==> src/rtl/updown_counter_regs.vh <==
// Constants for the reversible 4-bit counter
// Assumes inclusion by the counter module only
`ifndef UPDOWN_COUNTER_REGS_VH
`define UPDOWN_COUNTER_REGS_VH

// ----------------------------------------
// Count field
// ----------------------------------------
`define CNT_WIDTH 4
`define CNT_MAX 4'hF
`define CNT_ZERO 4'h0
`define CNT_RESET 4'h0
`define CNT_STEP 4'h1

// ----------------------------------------
// Input sampler
// ----------------------------------------
`define SYNC_RESET 3'h7
`define SYNC_LOW 3'h0

`endif

==> src/rtl/updown_counter.v <==
// Reversible 4-bit counter with up/down count inputs, load, clear, carry and borrow
// Assumes all inputs other than clk and rst_n arrive asynchronously to clk and are sampled by it
//
// Behaviour
// - Four-bit count steps up or down and wraps within four bits.
// - All four bits update together on the rising edge of the pulsed input.
// - Direction follows the pulsed input; the other input is held high.
// - While load is low, the count follows the four data inputs.
// - High clear forces count to zero over load and count inputs.
// - Up from 15 wraps to 0 with carry; down from 0 wraps to 15.
// - Borrow pulse width matches the count-down pulse that causes it.
// - Carry pulse width matches the count-up pulse that causes it.
`timescale 1ns/1ps
`include "updown_counter_regs.vh"

module updown_counter (
   input wire clk,
   input wire rst_n,
   input wire count_up,
   input wire count_down,
   input wire load_n,
   input wire clear,
   input wire [3:0] data_in,
   output wire count_bit0,
   output wire count_bit1,
   output wire count_bit2,
   output wire count_bit3,
   output reg carry_n,
   output reg borrow_n
);

   // ----------------------------------------
   // Input samplers
   // ----------------------------------------
   reg [2:0] up_s_r;
   reg [2:0] dn_s_r;
   reg [2:0] ld_s_r;
   reg [2:0] clr_s_r;
   reg [2:0] d0_s_r;
   reg [2:0] d1_s_r;
   reg [2:0] d2_s_r;
   reg [2:0] d3_s_r;
   reg up_r;
   reg dn_r;
   reg ld_n_r;
   reg clr_r;
   reg [3:0] din_r;
   reg [3:0] cnt_r;
   reg [3:0] cnt_nxt;
   reg carry_nxt;
   reg borrow_nxt;
   wire up_rise;
   wire dn_rise;

   always @(posedge clk or negedge rst_n) begin
      if (!rst_n) begin
         up_s_r <= `SYNC_RESET;
      end else begin
         up_s_r <= {up_s_r[1:0], count_up};
      end
   end

   always @(posedge clk or negedge rst_n) begin
      if (!rst_n) begin
         dn_s_r <= `SYNC_RESET;
      end else begin
         dn_s_r <= {dn_s_r[1:0], count_down};
      end
   end

   always @(posedge clk or negedge rst_n) begin
      if (!rst_n) begin
         ld_s_r <= `SYNC_RESET;
      end else begin
         ld_s_r <= {ld_s_r[1:0], load_n};
      end
   end

   always @(posedge clk or negedge rst_n) begin
      if (!rst_n) begin
         clr_s_r <= `SYNC_LOW;
      end else begin
         clr_s_r <= {clr_s_r[1:0], clear};
      end
   end

   always @(posedge clk or negedge rst_n) begin
      if (!rst_n) begin
         d0_s_r <= `SYNC_LOW;
      end else begin
         d0_s_r <= {d0_s_r[1:0], data_in[0]};
      end
   end

   always @(posedge clk or negedge rst_n) begin
      if (!rst_n) begin
         d1_s_r <= `SYNC_LOW;
      end else begin
         d1_s_r <= {d1_s_r[1:0], data_in[1]};
      end
   end

   always @(posedge clk or negedge rst_n) begin
      if (!rst_n) begin
         d2_s_r <= `SYNC_LOW;
      end else begin
         d2_s_r <= {d2_s_r[1:0], data_in[2]};
      end
   end

   always @(posedge clk or negedge rst_n) begin
      if (!rst_n) begin
         d3_s_r <= `SYNC_LOW;
      end else begin
         d3_s_r <= {d3_s_r[1:0], data_in[3]};
      end
   end

   // ----------------------------------------
   // Agreed levels
   // ----------------------------------------
   always @(posedge clk or negedge rst_n) begin
      if (!rst_n) begin
         up_r <= 1'b1;
      end else if (up_s_r[1] == up_s_r[2]) begin
         up_r <= up_s_r[2];
      end
   end

   always @(posedge clk or negedge rst_n) begin
      if (!rst_n) begin
         dn_r <= 1'b1;
      end else if (dn_s_r[1] == dn_s_r[2]) begin
         dn_r <= dn_s_r[2];
      end
   end

   always @(posedge clk or negedge rst_n) begin
      if (!rst_n) begin
         ld_n_r <= 1'b1;
      end else if (ld_s_r[1] == ld_s_r[2]) begin
         ld_n_r <= ld_s_r[2];
      end
   end

   always @(posedge clk or negedge rst_n) begin
      if (!rst_n) begin
         clr_r <= 1'b0;
      end else if (clr_s_r[1] == clr_s_r[2]) begin
         clr_r <= clr_s_r[2];
      end
   end

   always @(posedge clk or negedge rst_n) begin
      if (!rst_n) begin
         din_r[0] <= 1'b0;
      end else if (d0_s_r[1] == d0_s_r[2]) begin
         din_r[0] <= d0_s_r[2];
      end
   end

   always @(posedge clk or negedge rst_n) begin
      if (!rst_n) begin
         din_r[1] <= 1'b0;
      end else if (d1_s_r[1] == d1_s_r[2]) begin
         din_r[1] <= d1_s_r[2];
      end
   end

   always @(posedge clk or negedge rst_n) begin
      if (!rst_n) begin
         din_r[2] <= 1'b0;
      end else if (d2_s_r[1] == d2_s_r[2]) begin
         din_r[2] <= d2_s_r[2];
      end
   end

   always @(posedge clk or negedge rst_n) begin
      if (!rst_n) begin
         din_r[3] <= 1'b0;
      end else if (d3_s_r[1] == d3_s_r[2]) begin
         din_r[3] <= d3_s_r[2];
      end
   end

   // Rising edge seen once both late stages agree high
   assign up_rise = !up_r && up_s_r[1] && up_s_r[2];
   assign dn_rise = !dn_r && dn_s_r[1] && dn_s_r[2];

   // ----------------------------------------
   // Count
   // ----------------------------------------
   always @* begin
      cnt_nxt = cnt_r;
      if (clr_r) begin
         cnt_nxt = `CNT_ZERO;
      end else if (!ld_n_r) begin
         cnt_nxt = din_r;
      end else if (up_rise && dn_r) begin
         cnt_nxt = cnt_r + `CNT_STEP;
      end else if (dn_rise && up_r) begin
         cnt_nxt = cnt_r - `CNT_STEP;
      end
   end

   // ----------------------------------------
   // Carry and borrow
   // ----------------------------------------
   always @* begin
      // Low only while the input is low at the limit value
      carry_nxt = !(!up_r && cnt_r == `CNT_MAX && !clr_r && ld_n_r);
      borrow_nxt = !(!dn_r && cnt_r == `CNT_ZERO && !clr_r && ld_n_r);
   end

   always @(posedge clk or negedge rst_n) begin
      if (!rst_n) begin
         cnt_r <= `CNT_RESET;
         carry_n <= 1'b1;
         borrow_n <= 1'b1;
      end else begin
         cnt_r <= cnt_nxt;
         carry_n <= carry_nxt;
         borrow_n <= borrow_nxt;
      end
   end

   assign count_bit0 = cnt_r[0];
   assign count_bit1 = cnt_r[1];
   assign count_bit2 = cnt_r[2];
   assign count_bit3 = cnt_r[3];

endmodule // updown_counter

==> config.mk <==
export PLATFORM = sky130hd
export DESIGN_NAME = updown_counter
export DESIGN_NICKNAME = d
export VERILOG_FILES = /design/src/rtl/updown_counter.v
export VERILOG_INCLUDE_DIRS = /design/src /design/src/rtl
export SDC_FILE = /design/constraint.sdc
export NUM_CORES = 1
export LEC_CHECK = 0
export ABC_AREA = 1
export ABC_CLOCK_PERIOD_IN_PS = 2500
export BUFFER_PORTS_ARGS = -buffer_cell sky130_fd_sc_hd__clkbuf_2
export CORE_MARGIN = 3
export CORE_UTILIZATION = 30
export DETAILED_ROUTE_END_ITERATION = 12
export PLACE_DENSITY = 0.56
export SLEW_MARGIN = 20
export SYNTH_ARGS = -nofsm -noshare
export SYNTH_HDL_FRONTEND = slang
export SYNTH_SLANG_ARGS = --single-unit
==> constraint.sdc <==
create_clock -name clk -period 2.5 [get_ports clk]
set_input_delay 0.5 -clock clk [delete_from_list [all_inputs] [get_ports clk]]
set_output_delay 0.5 -clock clk [all_outputs]
set_load 0.005 [all_outputs]
==> key figures <==
Clock tree
  • Clock tree from TritonCTS: yes
  • Clock root buffer: sky130_fd_sc_hd__clkbuf_8
  • CTS Buf Count: 5
  • Clock insertion delay at the later pin of the skew report: 0.29 ns
  • Post_cts resized: 0
  • Post-CTS Setup Bufs: 0
  • Count of hold buffers inserted by post-cts repair: 0
  • Worst-case clock buffer depth: 2
  • Sink Count: 38
  • Clock slew at the register clock pins of the worst setup and hold paths: 0.07 ns
  • CTS HTree Levels: 2

Global route
  • Total global routing overflow: 0
  • Number of global-route vias before repair: 840
  • Wire length of the first global-routing pass: 3800 um
  • Number of antenna violations at the first check in global routing: 0
  • Pin count of the biggest net entering global routing: 39
  • All-layer global routing usage: 0.0955

Logic synthesis
  • Fraction of the yosys area taken by sequential cells: 0.703
  • Number of cells produced by synthesis: 99
  • Unique masters post-synth: 22
  • EDFF count, synth: 0
  • Largest area contributor in the synthesized netlist: sky130_fd_sc_hd__dfrtp_1
  • Synth warnings: 0
  • Netlist area before placement: 1380 um2
  • Share of the synthesized area in the top cell type: 0.436
  • Syn Nets: 112
  • Dominant cells by area after synthesis: sky130_fd_sc_hd__dfrtp_1, sky130_fd_sc_hd__dfstp_2, sky130_fd_sc_hd__maj3_1
  • Share of synthesized flip-flops with an asynchronous set or reset: 1.00
  • Flop and latch count out of synthesis: 38
  • Primary flip-flop cell chosen by synthesis mapping: sky130_fd_sc_hd__dfrtp_1
  • Synthesized area per cell: 13.9 um2

Place
  • Half-perimeter wire length after placement: 1460 um
  • # port buffers: 15
  • Routability congestion estimate: 0.823
  • Total placed cells including tap cells: 166
  • Pre-CTS worst setup slack: 0.746 ns

STA
  • Unrepaired setup endpoints after global routing: false
  • Maximum clock rate: 558 MHz
  • Min cycle time layout: 1.79 ns
  • Slew margin rel.: 0.400
  • Setup ws final: 0.709 ns
  • Fin Setup TNS: 0 ns
  • Final worst clock skew: 0.00531 ns
  • Period utilization: 0.716
  • Final hold slack: 0.290 ns
  • Number of pins exceeding their max-slew limit in the final report: 0
  • Final count of negative-setup-slack endpoints: 0
  • Transition at the pin with the smallest max-transition slack: 0.900 ns
  • Hold Violations, Final: 0

Worst setup path
  • Length in cells of the worst reg-to-reg path: 10
  • Nature of the critical path endpoint: flip-flop
  • Critical path capture point: cnt_r[3]
  • Arrival time worst endpoint: 1.97 ns
  • Largest fanout on the critical path: 7
  • Cell-by-cell trace of the critical path: nand2_1 > inv_1 > nand2_4 > ha_1 > nand3_1 > nand3_1 > nand3_1 > nand3_1 > nand2_1 > nand2_1
  • Launch instance of the worst register-to-register path: up_s_r[1]
  • Required time reported for the critical path endpoint: 2.68 ns
  • Setup slack, reg-to-reg: 0.71 ns
  • Setup CP Type: flip-flop to flip-flop
  • Slowest cell delay on critical path: 0.54 ns
  • Cell repeated most along the worst path: sky130_fd_sc_hd__nand3_1
  • Setup crit start kind: flip-flop
  • Cell with the biggest individual delay on the critical path: sky130_fd_sc_hd__dfstp_2
  • Startpoint of the most critical setup path: up_s_r[1]
  • Endpoint of the worst-slack reg-to-reg timing path: cnt_r[3]

Die
  • Initial cell density of the core: 0.314
  • Number of top-level pins: 16
  • Horizontal extent of the die: 73.8 um
  • Total die area: 5440 um2
  • Std-Cell Core Area: 4380 um2
  • Number of placement rows: 24
  • Die height: 73.8 um

Flow run
  • Reported max-cap violation count: 0

Pwr
  • Maximum vdd drop: 0.277 mV
  • Leakage: 0.732 nW
  • Power density relative to cell area: 828 nW/um2

Finish
  • Final standard cell count with taps included and fillers excluded: 174
  • Diodes inserted: 0
  • Post-Route Utilization: 0.366
  • Share of cells above drive strength 1: 0.361
  • Post-synthesis to final-layout area growth: 16.3%
  • Post-layout nets: 134

Drt
  • Routed wire length per instance: 12.3 um
  • Final WL: 2140 um
  • Post-detailed-route via-to-cell ratio: 4.46
  • 1st-iter DRT viols: 39
  • Vias: 776
  • Drt first pass iters: 4
  • DRC viols: 0
  • Post-detailed-route count of antenna-violating nets: 0

Hold path
  • Worst min path class: input port to flip-flop
  • Hold Startpoint: count_up

Run status
  • Run status: complete, no violations
==> logic make-up (layout without fill, tap and decap cells) <==
logic type                 after synthesis  after routing  share of synthesized area
DFF                                     38             38                      0.703
adders and majority gates               10             10                     0.0836
AOI/OAI and AO/OA                        5              5                     0.0200
xor gates and xnor gates                 1              1                    0.00636
buffers and inverters                   11             34                     0.0300
muxes                                    2              2                     0.0145
and+or+nand+nor                         32             32                      0.143
==> report_power, final <==
part           internal [mW]  total, mW  switching (mW)
clock                  0.191      0.402           0.212
combinational         0.0875      0.202           0.115
sequential             0.676      0.723          0.0469
==> flip-flops by register name, summed over array words and instances, names as in the netlist, 3 cells and up <==
name,count
cnt_r,4
din_r,4
clr_s_r,3
d0_s_r,3
d1_s_r,3
d2_s_r,3
d3_s_r,3
dn_s_r,3
ld_s_r,3
up_s_r,3
==> synthesized netlist by cell type, types with 2 or more instances <==
library cell	instances
sky130_fd_sc_hd__ha_1	2
sky130_fd_sc_hd__nand2_1	10
sky130_fd_sc_hd__inv_2	2
sky130_fd_sc_hd__nand4_1	4
sky130_fd_sc_hd__mux2i_1	2
sky130_fd_sc_hd__inv_1	9
sky130_fd_sc_hd__dfrtp_1	24
sky130_fd_sc_hd__nor2_1	3
sky130_fd_sc_hd__o22ai_1	2
sky130_fd_sc_hd__maj3_1	7
sky130_fd_sc_hd__a21oi_1	2
sky130_fd_sc_hd__nor3_1	2
sky130_fd_sc_hd__nand2_4	2
sky130_fd_sc_hd__dfstp_2	14
sky130_fd_sc_hd__nand3_1	7
==> metal layers <==
metal | global-route usage | share of wire | vias up
li1 | - | - | 369
met1 | 0.116 | 0.45 | 377
met2 | 0.135 | 0.45 | 22
met3 | 0.0492 | 0.071 | 8
met4 | 0.0543 | 0.026 | 0
met5 | 0 | 0 | -
==> critical path: cells and delay by family, from the launching register on <==
kind	cells	cell delay, ns
AND/OR/NAND/NOR	8	0.69
flip-flops	1	0.54
adder cells (fa/ha/maj)	1	0.33
buffers and inverters	1	0.12
==> cell type report <==
cell class	count	area, um2
clock buffer	5	68.8
clock inverter	3	16.3
fill	426	2780
inverter	11	41.3
multi-input combinational	50	368
sequential	38	968
tap	52	65.1
timing repair buffer	15	75.1
==> cells in the final DEF (no fill, tap or decap), types with 3 or more instances in the layout <==
master and instances:
sky130_fd_sc_hd__inv_1 9, sky130_fd_sc_hd__dfrtp_1 24, sky130_fd_sc_hd__nand4_1 4, sky130_fd_sc_hd__dfstp_2 14
sky130_fd_sc_hd__clkbuf_2 15, sky130_fd_sc_hd__nand3_1 7, sky130_fd_sc_hd__nor2_1 3, sky130_fd_sc_hd__nand2_1 10
sky130_fd_sc_hd__maj3_1 7, sky130_fd_sc_hd__clkbuf_8 5
==> metrics by stage <==
step                      cell area, um2  total power [mW]
after floorplan                     1380             0.860
after CTS                           1600              1.35
after global placement              1520             0.929
after detailed placement            1520             0.935
after global routing                1600              1.42
final                               1600              1.33
==> worst min path at each step <==
stage / to / slack (ns) / cells after the start
floorplan: clr_r / 0.20 / 0
global placement: d1_s_r[1] / 0.33 / 0
detailed placement: clr_s_r[1] / 0.34 / 0
CTS: up_s_r[0] / 0.28 / 1
global route: up_s_r[0] / 0.27 / 1
finish: up_s_r[0] / 0.29 / 1
Power figures use the tool's default switching activity.
